### src/uart_ctrl_pkg.sv
/*
 * Constants and types for the serial transceiver buffer, interrupt and
 * DMA control block: register map, field positions, reset values,
 * interrupt cause codes, line state encoding.
 * Assumes a 32-bit APB with byte addresses.
 */
package uart_ctrl_pkg;

	// ==========================================================
	// register map (byte addresses)
	localparam logic [31:0] TX_HOLDING_ADDR      = 32'h4000_5000;
	localparam logic [31:0] RX_BUFFER_ADDR       = 32'h4000_5000;
	localparam logic [31:0] IRQ_ENABLE_ADDR      = 32'h4000_5004;
	localparam logic [31:0] IRQ_IDENT_ADDR       = 32'h4000_5008;
	localparam logic [31:0] LINE_CONTROL_ADDR    = 32'h4000_500C;
	localparam logic [31:0] MODEM_CONTROL_ADDR   = 32'h4000_5010;
	localparam logic [31:0] LINE_STATUS_ADDR     = 32'h4000_5014;
	localparam logic [31:0] MODEM_STATUS_ADDR    = 32'h4000_5018;
	localparam logic [31:0] SCRATCH_PAD_ADDR     = 32'h4000_501C;
	localparam logic [31:0] FRACTIONAL_BAUD_ADDR = 32'h4000_5024;
	localparam logic [31:0] BAUD_DIVIDER_ADDR    = 32'h4000_5028;
	localparam logic [31:0] PERIPH_CTRL_ADDR     = 32'h4000_5030;

	// ==========================================================
	// reset values
	localparam logic [15:0] REG_RESET_ZERO    = 16'h0000;
	localparam logic [15:0] BAUD_DIV_RESET    = 16'h0001;

	// ==========================================================
	// irq_enable_reg fields
	localparam int RX_FULL_IRQ_EN_BIT     = 0;
	localparam int TX_EMPTY_IRQ_EN_BIT    = 1;
	localparam int RX_LINE_STATUS_EN_BIT  = 2;
	localparam int TX_DMA_REQ_EN_BIT      = 4;
	localparam int RX_DMA_REQ_EN_BIT      = 5;
	localparam int IRQ_ENABLE_W           = 6;

	// ==========================================================
	// line_control_reg fields, periph_ctrl field
	localparam int WORD_LEN_LSB   = 0;
	localparam int PARITY_EN_BIT  = 3;
	localparam int PARITY_EVN_BIT = 4;
	localparam int BREAK_SET_BIT  = 6;
	localparam int DISABLE_BIT    = 0;

	// ==========================================================
	// interrupt cause codes (irq_cause_code)
	localparam logic [1:0] CAUSE_MODEM    = 2'h0;
	localparam logic [1:0] CAUSE_TX_EMPTY = 2'h1;
	localparam logic [1:0] CAUSE_RX_FULL  = 2'h2;
	localparam logic [1:0] CAUSE_LINE     = 2'h3;

	// ==========================================================
	// serial timing
	localparam logic [2:0] MIN_WORD_BITS_M1 = 3'h4;
	localparam logic [2:0] MAX_BIT_INDEX    = 3'h7;

	typedef enum {
		ST_IDLE,
		ST_START,
		ST_DATA,
		ST_PARITY,
		ST_STOP
	} serial_state_type;

	// bit 0 is the data ready flag; reads as line_status_reg[6:0]
	typedef struct packed {
		logic txIdle;
		logic txEmpty;
		logic breakSeen;
		logic frameErr;
		logic parityErr;
		logic overrun;
		logic ready;
	} line_flags_type;

	localparam line_flags_type LINE_FLAGS_RESET = 7'h60;

endpackage

### src/uart_buffer_irq_dma_control.sv
/*
 * Serial transceiver with single holding and receive buffers, combined
 * interrupt with cause register, DMA requests, APB register file.
 * Assumes APB master on core_clk, rxd from an asynchronous line.
 */
`timescale 1ns/1ps
module uart_buffer_irq_dma_control
	import uart_ctrl_pkg::*;
#(
	parameter int OVERSAMPLE = 16
) (
	input  wire logic        core_clk,
	input  wire logic        rst,
	input  wire logic        psel,
	input  wire logic        penable,
	input  wire logic        pwrite,
	input  wire logic [31:0] paddr,
	input  wire logic [31:0] pwdata,
	output logic      [31:0] prdata,
	output logic             pready,
	output logic             pslverr,
	input  wire logic        rxd,
	output logic             txd,
	output logic             irq,
	output logic             txDmaReq,
	output logic             rxDmaReq
);

	localparam int SUB_W = $clog2(OVERSAMPLE);
	localparam logic [SUB_W-1:0] LAST_SUB = SUB_W'(OVERSAMPLE - 1);
	localparam logic [SUB_W-1:0] MID_SUB  = SUB_W'(OVERSAMPLE / 2 - 1);

	if (OVERSAMPLE < 4 || (OVERSAMPLE & (OVERSAMPLE - 1)) != 0) begin : g_chk
		$error("OVERSAMPLE must be a power of two of at least 4");
	end

	function automatic logic isAddr(input logic [31:0] a,
		input logic [31:0] off);
		return a == off;
	endfunction

	// parity of the used data bits; odd parity is the inverse
	function automatic logic parityOf(input logic [7:0] d,
		input logic [2:0] lastBit, input logic even);
		logic p;
		p = ~even;
		for (int i = 0; i < 8; i++) begin
			if (3'(i) <= lastBit) begin
				p = p ^ d[i];
			end
		end
		return p;
	endfunction

	// ==========================================================
	// register state
	logic [IRQ_ENABLE_W-1:0] ienQ;
	logic [15:0]             lcrQ, mcrQ, scrQ, fbrQ, divQ;
	logic                    disableQ;
	logic [7:0]              thrQ, rbrQ;
	line_flags_type          flagsQ, flagsD;
	logic                    thriQ, thriD;
	logic                    setupRd, accessQ, wrAcc, rdAcc, mapped;
	logic [31:0]             rdMux;
	logic                    dmaMode, lineIrq, rxIrq, txIrq, anyPend;
	logic [1:0]              cause;
	logic [2:0]              lastBit;

	assign setupRd = psel & ~penable;
	assign accessQ = psel & penable & pready;
	assign wrAcc   = accessQ & pwrite;
	assign rdAcc   = accessQ & ~pwrite;
	assign lastBit = lcrQ[WORD_LEN_LSB +: 3] & 3'h3 | MIN_WORD_BITS_M1;
	assign dmaMode = ienQ[TX_DMA_REQ_EN_BIT] | ienQ[RX_DMA_REQ_EN_BIT];

	// ==========================================================
	// interrupt sources and priority
	// sources of the request
	always_comb begin
		lineIrq = ienQ[RX_LINE_STATUS_EN_BIT] & (flagsQ.overrun
			| flagsQ.parityErr | flagsQ.frameErr
			| (flagsQ.breakSeen & ~dmaMode));
		rxIrq   = ienQ[RX_FULL_IRQ_EN_BIT] & flagsQ.ready;
		txIrq   = ienQ[TX_EMPTY_IRQ_EN_BIT] & thriQ;
		anyPend = lineIrq | rxIrq | txIrq;
		if (lineIrq) begin
			cause = CAUSE_LINE;
		end else if (rxIrq) begin
			cause = CAUSE_RX_FULL;
		end else if (txIrq) begin
			cause = CAUSE_TX_EMPTY;
		end else begin
			cause = CAUSE_MODEM;
		end
	end

	// ==========================================================
	// APB read mux and decode
	always_comb begin
		rdMux  = '0;
		mapped = 1'b1;
		case (paddr)
			RX_BUFFER_ADDR:       rdMux = {24'h0, rbrQ};
			IRQ_ENABLE_ADDR:      rdMux = {26'h0, ienQ};
			IRQ_IDENT_ADDR:       rdMux = {29'h0, cause, ~anyPend};
			LINE_CONTROL_ADDR:    rdMux = {16'h0, lcrQ};
			MODEM_CONTROL_ADDR:   rdMux = {16'h0, mcrQ};
			LINE_STATUS_ADDR:     rdMux = {25'h0, flagsQ};
			MODEM_STATUS_ADDR:    rdMux = '0;
			SCRATCH_PAD_ADDR:     rdMux = {16'h0, scrQ};
			FRACTIONAL_BAUD_ADDR: rdMux = {16'h0, fbrQ};
			BAUD_DIVIDER_ADDR:    rdMux = {16'h0, divQ};
			PERIPH_CTRL_ADDR:     rdMux = {31'h0, disableQ};
			default:              mapped = 1'b0;
		endcase
	end

	// zero-wait slave: answer prepared in the setup cycle
	always_ff @(posedge core_clk) begin
		if (rst) begin
			pready  <= 1'b0;
			pslverr <= 1'b0;
			prdata  <= '0;
		end else begin
			pready  <= setupRd;
			pslverr <= setupRd & ~mapped;
			prdata  <= (setupRd & ~pwrite) ? rdMux : '0;
		end
	end

	// ==========================================================
	// control registers
	always_ff @(posedge core_clk) begin
		if (rst) begin
			ienQ     <= '0;
			lcrQ     <= REG_RESET_ZERO;
			mcrQ     <= REG_RESET_ZERO;
			scrQ     <= REG_RESET_ZERO;
			fbrQ     <= REG_RESET_ZERO;
			divQ     <= BAUD_DIV_RESET;
			disableQ <= 1'b0;
		end else if (wrAcc) begin
			if (isAddr(paddr, IRQ_ENABLE_ADDR))
				ienQ <= pwdata[IRQ_ENABLE_W-1:0];
			if (isAddr(paddr, LINE_CONTROL_ADDR))
				lcrQ <= pwdata[15:0];
			if (isAddr(paddr, MODEM_CONTROL_ADDR))
				mcrQ <= pwdata[15:0];
			if (isAddr(paddr, SCRATCH_PAD_ADDR))
				scrQ <= pwdata[15:0];
			if (isAddr(paddr, FRACTIONAL_BAUD_ADDR))
				fbrQ <= pwdata[15:0];
			if (isAddr(paddr, BAUD_DIVIDER_ADDR))
				divQ <= pwdata[15:0];
			if (isAddr(paddr, PERIPH_CTRL_ADDR))
				disableQ <= pwdata[DISABLE_BIT];
		end
	end

	// ==========================================================
	// baud tick; freezing it models the stopped peripheral clock
	logic [16:0] baudCntQ;
	logic        tickQ;
	always_ff @(posedge core_clk) begin
		if (rst) begin
			baudCntQ <= '0;
			tickQ    <= 1'b0;
		end else if (disableQ) begin
			tickQ <= 1'b0;
		end else if (baudCntQ + 17'h1 >= {divQ, 1'b0}) begin
			baudCntQ <= '0;
			tickQ    <= 1'b1;
		end else begin
			baudCntQ <= baudCntQ + 17'h1;
			tickQ    <= 1'b0;
		end
	end

	// ==========================================================
	// transmitter: holding register feeds shift register
	serial_state_type txState;
	logic [7:0]       txShift;
	logic [SUB_W-1:0] txSub;
	logic [2:0]       txBit;
	logic             txPar, txLine, thrMove, thrWrite;

	assign thrWrite = wrAcc & isAddr(paddr, TX_HOLDING_ADDR);
	assign thrMove  = ~disableQ & (txState == ST_IDLE) & ~flagsQ.txEmpty;

	always_ff @(posedge core_clk) begin
		if (rst) begin
			thrQ <= '0;
		end else if (thrWrite) begin
			thrQ <= pwdata[7:0];
		end
	end

	always_ff @(posedge core_clk) begin
		if (rst) begin
			txState <= ST_IDLE;
			txShift <= '0;
			txSub   <= '0;
			txBit   <= '0;
			txPar   <= 1'b0;
			txLine  <= 1'b1;
		end else if (!disableQ) begin
			case (txState)
				ST_IDLE: begin
					if (thrMove) begin
						txShift <= thrQ;
						txPar   <= parityOf(thrQ, lastBit,
							lcrQ[PARITY_EVN_BIT]);
						txSub   <= '0;
						txBit   <= '0;
						txLine  <= 1'b0;
						txState <= ST_START;
					end
				end
				default: begin
					if (tickQ) begin
						txSub <= txSub + 1'b1;
						if (txSub == LAST_SUB) begin
							case (txState)
								ST_START: begin
									txLine  <= txShift[0];
									txState <= ST_DATA;
								end
								ST_DATA: begin
									if (txBit == lastBit) begin
										if (lcrQ[PARITY_EN_BIT]) begin
											txLine  <= txPar;
											txState <= ST_PARITY;
										end else begin
											txLine  <= 1'b1;
											txState <= ST_STOP;
										end
									end else begin
										txShift <= txShift >> 1;
										txLine  <= txShift[1];
										txBit   <= txBit + 1'b1;
									end
								end
								ST_PARITY: begin
									txLine  <= 1'b1;
									txState <= ST_STOP;
								end
								default: txState <= ST_IDLE;
							endcase
						end
					end
				end
			endcase
		end
	end

	always_ff @(posedge core_clk) begin
		if (rst) begin
			txd <= 1'b1;
		end else begin
			txd <= txLine & ~lcrQ[BREAK_SET_BIT];
		end
	end

	// ==========================================================
	// receiver
	logic             rxMeta, rxSync;
	serial_state_type rxState;
	logic [7:0]       rxShift;
	logic [SUB_W-1:0] rxSub;
	logic [2:0]       rxBit;
	logic             rxParBit, rxDoneQ, rxStopQ;

	always_ff @(posedge core_clk) begin
		if (rst) begin
			rxMeta <= 1'b1;
			rxSync <= 1'b1;
		end else begin
			rxMeta <= rxd;
			rxSync <= rxMeta;
		end
	end

	// partial word stays in rxShift when frozen
	always_ff @(posedge core_clk) begin
		if (rst) begin
			rxState  <= ST_IDLE;
			rxShift  <= '0;
			rxSub    <= '0;
			rxBit    <= '0;
			rxParBit <= 1'b0;
			rxDoneQ  <= 1'b0;
			rxStopQ  <= 1'b1;
		end else begin
			rxDoneQ <= 1'b0;
			if (!disableQ && tickQ) begin
				rxSub <= rxSub + 1'b1;
				case (rxState)
					ST_IDLE: begin
						rxSub <= '0;
						if (!rxSync) rxState <= ST_START;
					end
					ST_START: begin
						if (rxSub == MID_SUB) begin
							rxSub   <= '0;
							rxBit   <= '0;
							rxState <= rxSync ? ST_IDLE : ST_DATA;
						end
					end
					ST_DATA: begin
						if (rxSub == LAST_SUB) begin
							rxShift <= {rxSync, rxShift[7:1]};
							rxBit   <= rxBit + 1'b1;
							if (rxBit == lastBit)
								rxState <= lcrQ[PARITY_EN_BIT] ?
									ST_PARITY : ST_STOP;
						end
					end
					ST_PARITY: begin
						if (rxSub == LAST_SUB) begin
							rxParBit <= rxSync;
							rxState  <= ST_STOP;
						end
					end
					default: begin
						if (rxSub == LAST_SUB) begin
							rxStopQ <= rxSync;
							rxDoneQ <= 1'b1;
							rxState <= ST_IDLE;
						end
					end
				endcase
			end
		end
	end

	// ==========================================================
	// status flags, receive buffer, tx-empty interrupt latch
	logic [7:0] rxWord;
	logic       rdRbr, rdLsr, rdIir, ienTxRise;

	assign rxWord    = rxShift >> (MAX_BIT_INDEX - lastBit);
	assign rdRbr     = rdAcc & isAddr(paddr, RX_BUFFER_ADDR);
	assign rdLsr     = rdAcc & isAddr(paddr, LINE_STATUS_ADDR);
	assign rdIir     = rdAcc & isAddr(paddr, IRQ_IDENT_ADDR);
	assign ienTxRise = wrAcc & isAddr(paddr, IRQ_ENABLE_ADDR)
		& pwdata[TX_EMPTY_IRQ_EN_BIT] & ~ienQ[TX_EMPTY_IRQ_EN_BIT];

	// hardware set beats software clear in every flag but txEmpty, where thrWrite wins
	always_comb begin
		flagsD = flagsQ;
		if (rdLsr) begin
			flagsD.overrun   = 1'b0;
			flagsD.parityErr = 1'b0;
			flagsD.frameErr  = 1'b0;
			flagsD.breakSeen = 1'b0;
		end
		if (rdRbr) flagsD.ready = 1'b0;
		if (rxDoneQ) begin
			flagsD.ready = 1'b1;
			if (flagsQ.ready) flagsD.overrun = 1'b1;
			if (parityOf(rxWord, lastBit, lcrQ[PARITY_EVN_BIT])
				!= rxParBit && lcrQ[PARITY_EN_BIT])
				flagsD.parityErr = 1'b1;
			if (!rxStopQ) flagsD.frameErr = 1'b1;
			if (!rxStopQ && rxWord == 8'h00) flagsD.breakSeen = 1'b1;
		end
		// overwrite of a full holding register is not checked
		if (thrMove) flagsD.txEmpty = 1'b1;
		if (thrWrite) flagsD.txEmpty = 1'b0;
		flagsD.txIdle = flagsD.txEmpty & (txState == ST_IDLE);
		thriD = thriQ;
		if (thrWrite || (rdIir && anyPend && cause == CAUSE_TX_EMPTY))
			thriD = 1'b0;
		// enabling while empty raises it at once
		if (thrMove || (ienTxRise && flagsQ.txEmpty)) thriD = 1'b1;
	end

	always_ff @(posedge core_clk) begin
		if (rst) begin
			flagsQ <= LINE_FLAGS_RESET;
			thriQ  <= 1'b0;
			rbrQ   <= '0;
		end else begin
			flagsQ <= flagsD;
			thriQ  <= thriD;
			// buffer only changes on a new word
			if (rxDoneQ) rbrQ <= rxWord;
		end
	end

	// ==========================================================
	// interrupt and DMA outputs
	always_ff @(posedge core_clk) begin
		if (rst) begin
			irq      <= 1'b0;
			txDmaReq <= 1'b0;
			rxDmaReq <= 1'b0;
		end else begin
			irq      <= anyPend;
			// gated DMA requests from next-state flags
			txDmaReq <= ienQ[TX_DMA_REQ_EN_BIT] & flagsD.txEmpty;
			rxDmaReq <= ienQ[RX_DMA_REQ_EN_BIT] & flagsD.ready;
		end
	end
endmodule // uart_buffer_irq_dma_control

### config.mk
export PLATFORM = sky130hd
export DESIGN_NAME = uart_buffer_irq_dma_control
export DESIGN_NICKNAME = d
export VERILOG_FILES = /design/src/uart_ctrl_pkg.sv /design/src/uart_buffer_irq_dma_control.sv
export SDC_FILE = /design/constraint.sdc
export NUM_CORES = 1
export LEC_CHECK = 0
export ABC_AREA = 1
export BUFFER_PORTS_ARGS = -buffer_cell sky130_fd_sc_hd__buf_2
export CORE_UTILIZATION = 26
export CTS_BUF_LIST = sky130_fd_sc_hd__clkbuf_2 sky130_fd_sc_hd__clkbuf_4 sky130_fd_sc_hd__clkbuf_8
export DETAILED_ROUTE_END_ITERATION = 6
export PLACE_DENSITY = 0.46
export SLEW_MARGIN = 25
export SYNTH_ARGS = -nofsm -noshare
export SYNTH_HDL_FRONTEND = slang
export SYNTH_SLANG_ARGS = --single-unit
### constraint.sdc
create_clock -name core_clk -period 2.8 [get_ports core_clk]
set_input_delay 0 -clock core_clk [delete_from_list [all_inputs] [get_ports core_clk]]
set_output_delay 0 -clock core_clk [all_outputs]
set_load 0.01 [all_outputs]
# Yosys cells after proc, flatten, opt, wreduce, memory -nomap -nowiden
# Cells that the tools add are included.
word_totals:
  regBits: 268
  latchBits: 0
  ramBits: 0
  rom_bits: 0
  mem_count: 0
op_classes:
  addsub: 6
  mul: 0
  div: 0
  magnitude_cmp: 9
  n_eq_ne: 32
  n_shift: 1
  muxes: 113
  bitwise_logic: 59
  n_reduce_logical: 43
op_table:
  columns: ["operator", "count"]
  rows:
  - ["== test 32 x 31 -> 1 bit (second input constant)", 11]
  - ["2-to-1 mux 32 bit", 11]
  - ["one-hot mux 16 bit (10 select lines)", 1]
  - ["== test 32 x 2 -> 1 bit (second input constant)", 4]
  - ["one-hot mux 32 bit (4 select lines)", 1]
  - ["logical NOT 32 bit", 3]
  - ["one-hot mux 32 bit (3 select lines)", 1]
  - ["2-to-1 mux 1 bit", 71]
  - ["== test 32 x 1 -> 1 bit (second input constant)", 2]
  - ["2-to-1 mux 8 bit", 6]
  - ["2-to-1 mux 3 bit", 9]
  - ["bitwise AND 1 bit", 24]
  - ["2-to-1 mux 4 bit", 5]
  - ["adder 17 x 1 -> 17 bit (second input constant)", 1]
  - [">= comparator 17 bit", 1]
  - ["2-to-1 mux 17 bit", 1]
  - ["XOR 1 bit", 16]
  - ["AND reduction 3 bit", 5]
  - ["AND reduction 2 bit", 7]
  - ["NOT 1 bit", 13]
  - ["less-or-equal comparator 3 bit (first input constant)", 4]
  - ["inequality test 2 bit (second input constant)", 6]
  - ["OR reduction 11 bit", 1]
  - ["AND reduction 5 bit", 2]
  - ["32 further kinds", 57]

# Longest topological paths before layout
# Gate-level depths: netlist of the first run.
logic_depth:
  ltp_word: 45
  mapped_depth: 18

# Worst setup path before layout of the first run
# OpenSTA, ideal clock, no wires.
synth_timing:
  path_type: "register to register"
  from: "register baudCntQ[0]"
  to: "register baudCntQ[10]"
  setup_time_ns: 0.070
  arrival_ns: 2.583
  required_time_ns: 2.730
  slack_ns: 0.147
  path_stages_with_launch: 17
  path_buffers: 1
  synth_period_minus_slack_ns: 2.653
  cell_sequence: "dfxtp_1 > ha_1 > nand3_1 > nor2_1 > nand2_1 > inv_1 > nand2_1 > nor3_1 > nand2_1 > and2_1 > ha_1 > a21oi_1 > o21ai_0 > a21oi_1 > clkbuf_1 > nand4_1 > a21oi_1"
synth_between:
  elab_chain_cells: 3
synth_lines:
  columns: ["item", "line", "text"]
  rows:
  - ["from (decl)", "uart_buffer_irq_dma_control.sv:162", "logic [16:0] baudCntQ;"]
  - ["from (signal assigned)", "uart_buffer_irq_dma_control.sv:174", "baudCntQ <= baudCntQ + 17'h1;"]
  - ["adder 17 x 1 -> 17 bit *", "uart_buffer_irq_dma_control.sv:170, uart_buffer_irq_dma_control.sv:174", null]
  - [">= comparator 17 bit", "uart_buffer_irq_dma_control.sv:170", "end else if (baudCntQ + 17'h1 >= {divQ, 1'b0}) begin"]
  - ["2-to-1 mux 17 bit *", "uart_buffer_irq_dma_control.sv:170", null]
# Every way passes the cells marked *; elsewhere a longest branch is shown, timed or not.
# A chain may end at the register's enable or synchronous reset.

# Final worst setup path of the first run
layout_timing:
  from: "register baudCntQ[1]"
  to: "register baudCntQ[16]"
# Same word-level chain as after synthesis.

==> results by group, run 1 <==
Status
  – Status: completed

CTS
  – CTS root buf: clkbuf_8
  – Htree depth: 4
  – Num CTS Buffers: 17
  – CTS sink count: between 150 and 200
  – CTS tree: built
  – Clk buf depth: 2
  – Clk slew on worst S/H paths: 0.10 ns
  – Clk Latency, worst-skew pair: 0.48 ns

STA
  – Setup TNS Final: 0 ns
  – Crit share post-route: between 90% and 100%
  – Final setup viols: 0
  – Fin Hold WS: 0.03703 ns
  – Worst slew pin tran: 0.9547 ns
  – Relative slew margins: 35.52%
  – Period minus WS final: 2.743 ns
  – Unrepaired setup endpoints after global routing: true
  – Setup ws final: 0.05663 ns
  – Layout Skew: 0.01657 ns
  – Fmax: approximately 360 MHz
  – Final Hold Vio Count: 0
  – Max-slew violations: 0

Placement
  – Placer Congestion: 0.8070
  – Placed cell area: around 11000 sq um
  – Place WS: 0.002626 ns
  – Port-buffer cells: 75
  – Post-DP HPWL: about 20000 um

Synthesis
  – Syn avg cell area: 7.209 sq um
  – YS warnings: 0
  – Share of flip-flops with an asynchronous set or reset: 0%
  – Post-synth EDFFs: 0
  – #FFs+latches synth: 194
  – Synth Flop Type: dfxtp_1
  – Sequential-to-total area share from yosys stat: 40.03%
  – Post-Syn Instances: 1346
  – Mapped Area: around 9700 sq um
  – Cell variety after synth: a little over 40

Worst setup path
  – Startpoint Class: flop
  – FF-to-FF setup slack: 0.06 ns
  – R2R depth: 17
  – Req. time, crit path: 3.22 ns
  – Crit-path slowest cell: dfxtp_4
  – Max incr delay on CP: 0.38 ns
  – Worst path most repeated cell: nor2_1
  – Critical Path AT: approximately 3.2 ns
  – Setup crit end kind: flop
  – Kind of critical path: flop to flop
  – Cells along the critical path: ha_4 -> nand3_4 -> nor2_4 -> buf_6 -> inv_4 -> nor2_4 -> nand2_2 -> nor3_2 -> xor2_1 -> ha_1 -> a21oi_2 -> o21ai_2 -> a21oi_4 -> nand3_2 -> nor2_1 -> nor2_1 -> nor2_1
  – CP Max Fanout: 5

Global routing
  – Total GRT Usage: between 15 and 20%
  – Initial antenna violation count: 0
  – Global-route wire length before repair: between 40000 and 50000 um
  – Largest net degree at the start of global routing: 52
  – Remaining Overflow, GRT: 0
  – Vias in the first global route: between 8000 and 9000

Floorplanning
  – Core area: 36700 sq um
  – Initial Util: a little over a quarter
  – Die Wd: 195.2 um
  – Die area: 38100 sq um
  – I/O pin cnt: 108
  – DIE HEIGHT: just under 200 um
  – Num rows: 70

Pwr
  – Pwr dens: 497.9 nW/um^2
  – Peak supply drop: ~0.0003 V
  – Leak: 4.936 nW

Cells and area
  – Cell area after layout: 11440 sq um
  – Final nets: 1530
  – Antenna fix cells: 0
  – Share of layout cells above drive strength 1: 16.12%
  – Fill cell total of the finished layout: approximately 4000
  – Area delta synth->final: 17.89%
  – Most frequent cells in the layout: 237 x nand2_1, 191 x dfxtp_1, 154 x inv_1
  – Leading cell type in the layout, fill and taps excluded: nand2_1

Route
  – Routed len/inst: between 10 and 15 um
  – Vias per cell: 4.640
  – DRC: 0
  – Routed Wire Length: between 20000 and 30000 um
  – Routed vias: 8909
  – 1st-pass router iterations: 4
  – Final ANT Viol Nets: 0
  – Initial DRC count: 588

Run
  – Total of max-cap violations: 0

Hold path
  – Hold Path Class: input port to flop
  – Min-Delay Path Depth: 5
power breakdown:
part	switching (W)	total (W)	internal, W
Sequential	0.0000315	0.00283	0.00280
Clock	0.00105	0.00221	0.00116
Combinational	0.000416	0.000659	0.000242
Total	0.00150	0.00569	0.00420
per-layer routing:
metal	vias to the layer above	track usage (%)	part of all wire, %
met5	-	0	0
met3	25	2.193	3.4
li1	4587	-	-
met1	4119	21.09	50
met2	178	23.92	44
met4	0	4.841	1.9
critical path: cells and delay by family, from the launching register on:
family | cells | cell delay [ns]
and+or+nand+nor | 9 | 1.05
adders and majority gates | 2 | 0.45
AOI/OAI and AO/OA | 3 | 0.43
DFF | 1 | 0.38
xor gates and xnor gates | 1 | 0.24
buffers and inverters | 2 | 0.14
synth_stat cells (2+ instances only):
cell	instances	area, sq um
a211oi_1	21	157.7
a21oi_1	133	665.6
a31oi_1	8	50.05
buf_2	17	85.08
buf_4	23	172.7
buf_6	3	33.78
clkbuf_1	31	116.4
dfxtp_1	194	3884
ha_1	21	262.8
inv_1	156	585.6
inv_2	12	45.04
nand2_1	239	897.1
nand2_2	5	31.28
nand2_4	5	56.30
nand3_1	50	250.2
nand3_2	2	20.02
nand3_4	2	35.03
nand3b_1	4	30.03
nand4_1	30	187.7
nor2_1	133	499.2
nor2_2	21	131.4
nor2_4	3	33.78
nor2_8	5	100.1
nor3_1	18	90.09
nor3_2	2	20.02
nor3_4	4	65.06
o211ai_1	17	127.6
o21ai_0	120	600.6
o21ai_1	21	105.1
o21bai_1	3	22.52
o22ai_1	6	37.54
o31ai_1	4	30.03
or2_2	5	31.28
xnor2_1	5	43.79
xor2_1	17	148.9
state kept, by name (all words and copies together) (netlist names), 4 cells and up:
register / count
scrQ: 16
divQ: 16
baudCntQ: 17
flagsQ: 7
mcrQ: 16
ienQ: 6
thrQ: 8
rbrQ: 8
prdata: 16
rxSub: 4
txSub: 4
rxShift: 8
fbrQ: 16
lcrQ: 16
txShift: 8
per-stage QoR:
| stage | cells | util, % | power [W] |
|---|---|---|---|
| 3_3_place_gp | 1853 | 28.65 | 0.003432 |
| 5_1_grt | 1920 | 31.17 | 0.005957 |
| 6_report | 1920 | 31.17 | 0.005695 |
| 2_1_floorplan | 1361 | - | 0.003235 |
| 3_5_place_dp | 1853 | 28.65 | 0.003436 |
| 4_1_cts | 1914 | 30.77 | 0.005692 |
repair_timing:
| action | 4_1_cts | 5_1_grt |
|---|---|---|
| gates resized for setup | 7 | 30 |
| hold endpoints to repair | 101 | 0 |
| pin swaps | 2 | 12 |
| endpoints found under the setup margin | 16 | 18 |
| cloned | 1 | 1 |
| hold buffers | 23 | 0 |
| buffers inserted | 5 | 5 |
final timing paths:
kind               startpoint            to
setup / recovery  baudCntQ[1]  baudCntQ[16]
hold / removal       paddr[0]      disableQ
setup reg to reg  baudCntQ[1]  baudCntQ[16]
hold reg to reg        rxMeta        rxSync
layout make-up:
class / count / area (sq um) / area share [%]
Tap cell: 468 / 585.6 / 5.119
Inverter: 168 / 633.1 / 5.535
Clock inverter: 11 / 197.7 / 1.728
Clock buffer: 21 / 282.8 / 2.472
Multi-Input combinational cell: 925 / 4940 / 43.19
Timing Repair Buffer: 133 / 909.6 / 7.952
Sequential cell: 194 / 3890 / 34.01
cell families (layout without fill, tap and decap cells):
family	Yosys count	in the layout	share of synthesized area, %
flip-flops	194	194	40.03
buffers and inverters	242	333	10.70
XOR/XNOR	22	22	1.986
adder cells (fa/ha/maj)	21	21	2.708
AO/OA/AOI/OAI	335	335	18.78
other	1	16	0.03865
AND/OR/NAND/NOR	531	531	25.76
Power figures use the tool's default switching activity.
==> run 2, diff against run 1 <==
- CORE_MARGIN: unset -> 2
- clock period: 2.8 -> 2.4 ns (I/O delays scaled with it)
==> run 2 against run 1 <==
Effect of this change: critical path depth fell by 4; global-route usage fell by 0.47 points; the flow now finishes with violations (setup timing); register-to-register slack got worse by 0.24 ns; worst setup slack got worse by 0.24 ns; total power rose by 8.0%; core utilization rose by 0.34 points; first-iteration DRC count fell by 9.5%; clock skew barely moved; cell area rose by 1.1%; cell count rose by 1.4%; flip-flop and latch count did not move.
==> results by group, run 2 (synthesized netlist as in run 1, its figures left out) <==
STA
  – Final setup viols: 18
  – Period minus WS final: 2.579 ns
  – Fmax: 387.8 MHz
  – Unrepaired setup endpoints after global routing: true
  – Crit share post-route: 107.5%
  – Relative slew margins: 52.43%
  – Worst slew pin tran: 0.7136 ns
  – Max-slew violations: 0
  – Setup ws final: -0.1788 ns
  – Layout Skew: 0.01652 ns
  – Final Hold Vio Count: 0
  – Fin Hold WS: 0.05296 ns

Floorplanning
  – Die Wd: about 200 um
  – Num rows: 70
  – DIE HEIGHT: about 200 um
  – Core area: between 30000 and 40000 sq um
  – Initial Util: 26.44%
  – I/O pin cnt: 108
  – Die area: 38880 sq um

Route
  – Vias per cell: 4.531
  – Routed vias: 8821
  – Final ANT Viol Nets: 0
  – Routed Wire Length: approximately 28000 um
  – Initial DRC count: between 500 and 600
  – Routed len/inst: 14.39 um
  – DRC: 0
  – 1st-pass router iterations: 5

Pwr
  – Peak supply drop: 0.0003360 V
  – Tot Pwr: approximately 0.006 W
  – Pwr dens: 532.0 nW/um^2
  – Leak: 5.012 nW

Cells and area
  – Final nets: 1557
  – Antenna fix cells: 0
  – Most frequent cells in the layout: 237 x nand2_1, 192 x dfxtp_1, 152 x inv_1
  – Cell area after layout: 11560 sq um
  – Share of layout cells above drive strength 1: 18.39%
  – Max reg flops: 17
  – Leading cell type in the layout, fill and taps excluded: nand2_1
  – Area delta synth->final: 19.19%
  – Post-Layout Cell Count: roughly 1900
  – Most flop-heavy register: baudCntQ
  – Final core occ: 31.51%

Placement
  – Placer Congestion: 0.8311
  – Post-DP HPWL: ~20000 um
  – Placed cell area: 10810 sq um
  – Post-Place Cells: approximately 1900
  – Port-buffer cells: 75

Worst setup path
  – FF-to-FF setup slack: -0.18 ns
  – Setup crit end kind: flop
  – Max incr delay on CP: 0.39 ns
  – Startpoint Class: flop
  – Worst path most repeated cell: nand2_1
  – Critical R2R Launch: baudCntQ[3]
  – Critical Path End: baudCntQ[0]
  – Cells along the critical path: inv_1 -> nor3_4 -> nand2_1 -> nor2_1 -> xor2_1 -> ha_1 -> nand2_1 -> nor2_4 -> a21oi_2 -> buf_6 -> buf_4 -> nand4_1 -> a21oi_1
  – Reg2reg end: baudCntQ[0]
  – CP Max Fanout: 6
  – Critical Path AT: 2.98 ns
  – Crit path launch: baudCntQ[3]
  – Kind of critical path: flop to flop
  – Req. time, crit path: 2.80 ns
  – R2R depth: 13
  – Crit-path slowest cell: dfxtp_1

CTS
  – CTS root buf: clkbuf_8
  – Clk buf depth: 2
  – CTS tree: built
  – CTS sink count: slightly below 200
  – Htree depth: 4
  – Clk Latency, worst-skew pair: 0.48 ns
  – Num CTS Buffers: 17
  – Clk slew on worst S/H paths: around 0.10 ns

Global routing
  – Total GRT Usage: between 10 and 15%
  – Largest net degree at the start of global routing: 62
  – Remaining Overflow, GRT: 0
  – Global-route wire length before repair: 44990 um
  – Initial antenna violation count: 1
  – Vias in the first global route: 8359

Status
  – Status: finished, violations left
  – Failing checks: setup timing

Hold path
  – Hold Path Class: input port to flop

Run
  – Total of max-cap violations: 0
==> run 2: per-stage QoR <==
step,setup slack [ns],setup TNS [ns]
2_1_floorplan,0.008069,0
3_3_place_gp,-0.1701,-2.693
3_5_place_dp,-0.2668,-3.999
4_1_cts,-0.1983,-2.638
5_1_grt,-0.3437,-5.668
6_report,-0.1788,-2.651
==> run 2: worst min-delay path by stage <==
stage | startpoint | endpoint | slack (ns) | depth (start not counted)
4_1_cts | paddr[4] | ienQ[1] | 0.003 | 6
3_3_place_gp | rxd | rxMeta | 0.19 | 2
2_1_floorplan | rxd | rxMeta | 0.10 | 1
5_1_grt | paddr[4] | ienQ[1] | 0.05 | 6
3_5_place_dp | rxd | rxMeta | 0.19 | 2
6_report | paddr[4] | ienQ[1] | 0.05 | 6
==> run 2: layout make-up <==
cell class	instances	area (sq um)
Sequential cell	194	3889
Inverter	168	630.6
Tap cell	468	585.6
Multi-Input combinational cell	925	5001
Timing Repair Buffer	160	1107
Clock inverter	11	81.33
Clock buffer	21	270.3
Fill cell	3930	25130
==> run 2: metal layers <==
layer	track usage [%]	part of all wire, %	up-vias
met3	2.271	2.9	24
met5	0	0	-
li1	-	-	4632
met2	24.07	46	160
met1	19.95	50	4005
met4	3.982	1.2	0
==> run 2: power breakdown <==
group | switching [W] | internal (W) | total (W)
clock network | 0.00122 | 0.000787 | 0.00200
registers | 0.0000359 | 0.00327 | 0.00330
logic | 0.000512 | 0.000335 | 0.000847
total | 0.00177 | 0.00439 | 0.00615
==> run 2: repair_timing <==
action / CTS / global route
cloned: 0 / 2
hold buffers: 20 / 0
pin swaps: 3 / 10
setup endpoints to repair: 18 / 18
setup buffers: 3 / 2
endpoints found under the hold margin: 106 / 0
gates resized for setup: 9 / 30
==> run 2: critical path, delay by kind of cell, from the launching register on <==
family / cells / cell delay (ns)
adders and majority gates: 1 / 0.30
DFF: 1 / 0.39
AOI/OAI and AO/OA: 2 / 0.27
xor gates and xnor gates: 1 / 0.26
buffers and inverters: 3 / 0.39
and+or+nand+nor: 6 / 0.89
==> run 3, diff against run 2 <==
- BUFFER_PORTS_ARGS: -buffer_cell sky130_fd_sc_hd__buf_2 -> -buffer_cell sky130_fd_sc_hd__clkbuf_2
- SLEW_MARGIN: 25 -> unset
==> run 3 against run 2 <==
Effect of this change: the run still ends with setup timing left; critical endpoint is now baudCntQ[3]; critical path type unchanged; sequential power about the same; register-to-register slack gained 0.05 ns; cell count did not move; total power increased by 1.6%; largest cell class unchanged; largest power group unchanged; via count rose by 0.29%; combinational power fell by 7.6%.
==> results by group, run 3 (synthesized netlist as in run 1, its figures left out) <==
Route
  – Routed Wire Length: 28110 um
  – 1st-pass router iterations: 5
  – Vias per cell: 4.544
  – DRC: 0
  – Routed vias: 8847
  – Routed len/inst: roughly 14 um
  – Initial DRC count: 474
  – Final ANT Viol Nets: 0

CTS
  – CTS sink count: 194
  – Clk slew on worst S/H paths: about 0.10 ns
  – Clk Latency, worst-skew pair: 0.47 ns
  – Num CTS Buffers: 17
  – Htree depth: 4
  – Clk buf depth: 2
  – CTS root buf: clkbuf_8
  – CTS tree: built

Worst setup path
  – Reg2reg end: baudCntQ[3]
  – Critical Path AT: 2.86 ns
  – Crit path launch: baudCntQ[0]
  – FF-to-FF setup slack: -0.13 ns
  – Req. time, crit path: 2.73 ns
  – Setup crit end kind: flop
  – Startpoint Class: flop
  – Critical Path End: baudCntQ[3]
  – Kind of critical path: flop to flop
  – CP Max Fanout: 13
  – Critical R2R Launch: baudCntQ[0]
  – R2R depth: 16

Floorplanning
  – Die area: 38880 sq um
  – Die Wd: roughly 200 um
  – I/O pin cnt: 108
  – Initial Util: 26.44%
  – Core area: 36700 sq um
  – Num rows: 70
  – DIE HEIGHT: 197.2 um

STA
  – Final Hold Vio Count: 0
  – Period minus WS final: 2.530 ns
  – Max-slew violations: 0
  – Layout Skew: 0.01692 ns
  – Setup ws final: -0.1304 ns
  – Crit share post-route: 105.4%
  – Final setup viols: 17
  – Setup TNS Final: -1.806 ns
  – Fmax: 395.2 MHz
  – Worst slew pin tran: 0.7146 ns
  – Unrepaired setup endpoints after global routing: true
  – Relative slew margins: between 50% and 60%

Cells and area
  – Antenna fix cells: 0
  – Multi-input gate area: 5015 sq um
  – Leading cell type in the layout, fill and taps excluded: nand2_1
  – Fill cell total of the finished layout: slightly below 4000
  – Max reg flops: 17
  – Most flop-heavy register: baudCntQ
  – Final nets: 1558
  – Most frequent cells in the layout: 236 x nand2_1, 192 x dfxtp_1, 154 x inv_1
  – Register area: 3889 sq um
  – Cell area after layout: ~12000 sq um
  – Share of layout cells above drive strength 1: about 18%
  – Area delta synth->final: 19.76%

Placement
  – Post-DP HPWL: around 20000 um
  – Placed cell area: approximately 11000 sq um
  – Port-buffer cells: 75
  – Placer Congestion: 0.8198

Global routing
  – Remaining Overflow, GRT: 0
  – Vias in the first global route: 8222
  – Largest net degree at the start of global routing: 62
  – Global-route wire length before repair: 44340 um
  – Total GRT Usage: around 15%
  – Initial antenna violation count: 0

Pwr
  – Pwr dens: 538.1 nW/um^2
  – Peak supply drop: 0.0003584 V
  – Leak: 5.037 nW

Status
  – Status: finished, violations left
  – Failing checks: setup timing

Run
  – Total of max-cap violations: 0

Hold path
  – Hold Path Class: input port to flop
==> run 3: routing by layer <==
metal / wire [um] / part of all wire, % / track usage, % / vias up
met1: 14080 / 50 / 19.91 / 4031
met4: 580 / 2.1 / 5.040 / 0
li1: - / - / - / 4635
met5: 0 / 0 / 0 / -
met2: 12580 / 45 / 23.33 / 154
met3: 868 / 3.1 / 2.151 / 27
==> run 3: critical path: stages (launching register included) <==
cell     delay [ns]
dfxtp_4        0.36
ha_4           0.16
nand3_4        0.09
nor2_4         0.04
nand2_1        0.05
inv_1          0.05
nand2_2        0.09
nor3_2         0.05
or2_2          0.28
and2_1         0.17
ha_4           0.29
nand2_1        0.10
nor2_4         0.17
nand3_2        0.15
buf_8          0.19
nand4_1        0.09
a21oi_1        0.07
==> run 3: per-stage QoR <==
stage	util (%)	setup slack [ns]	total power [W]	hold slack, ns	instances
global route	31.66	-0.3463	0.006547	0.07282	1947
CTS	31.27	-0.1885	0.006282	0.007116	1944
global placement	29.41	-0.1627	0.004048	0.1877	1886
finish	31.66	-0.1304	0.006253	0.03527	1947
floorplan	-	0.008069	0.003796	0.1038	1361
detailed placement	29.41	-0.2092	0.004053	0.1894	1886
==> run 3: repair_timing <==
item,4_1_cts,5_1_grt
setup buffers,5,3
pin swaps,12,11
endpoints found under the hold margin,110,0
gates resized for setup,13,23
hold buffers,21,0
cloned,1,0
setup endpoints to repair,18,18
==> run 3: area by class of cell <==
type / count / area share, %
Multi-Input combinational cell: 925 / 43.16
Clock buffer: 19 / 2.143
Clock inverter: 12 / 1.152
Inverter: 168 / 5.427
Timing Repair Buffer: 161 / 9.616
Sequential cell: 194 / 33.47
Tap cell: 468 / 5.039
==> run 3: worst min path at each step <==
stage / from / to / slack, ns / cells past startpoint
floorplan: rxd / rxMeta / 0.10 / 1
global placement: rxd / rxMeta / 0.19 / 2
detailed placement: rxd / rxMeta / 0.19 / 2
CTS: paddr[1] / disableQ / 0.007 / 5
global route: paddr[1] / disableQ / 0.07 / 5
finish: paddr[1] / disableQ / 0.04 / 5
==> run 3: where the power goes <==
part / internal [W] / switching, W / total, W
Combinational: 0.000303 / 0.000480 / 0.000783
Clock: 0.000950 / 0.00122 / 0.00217
Sequential: 0.00327 / 0.0000364 / 0.00330
Total: 0.00452 / 0.00173 / 0.00625
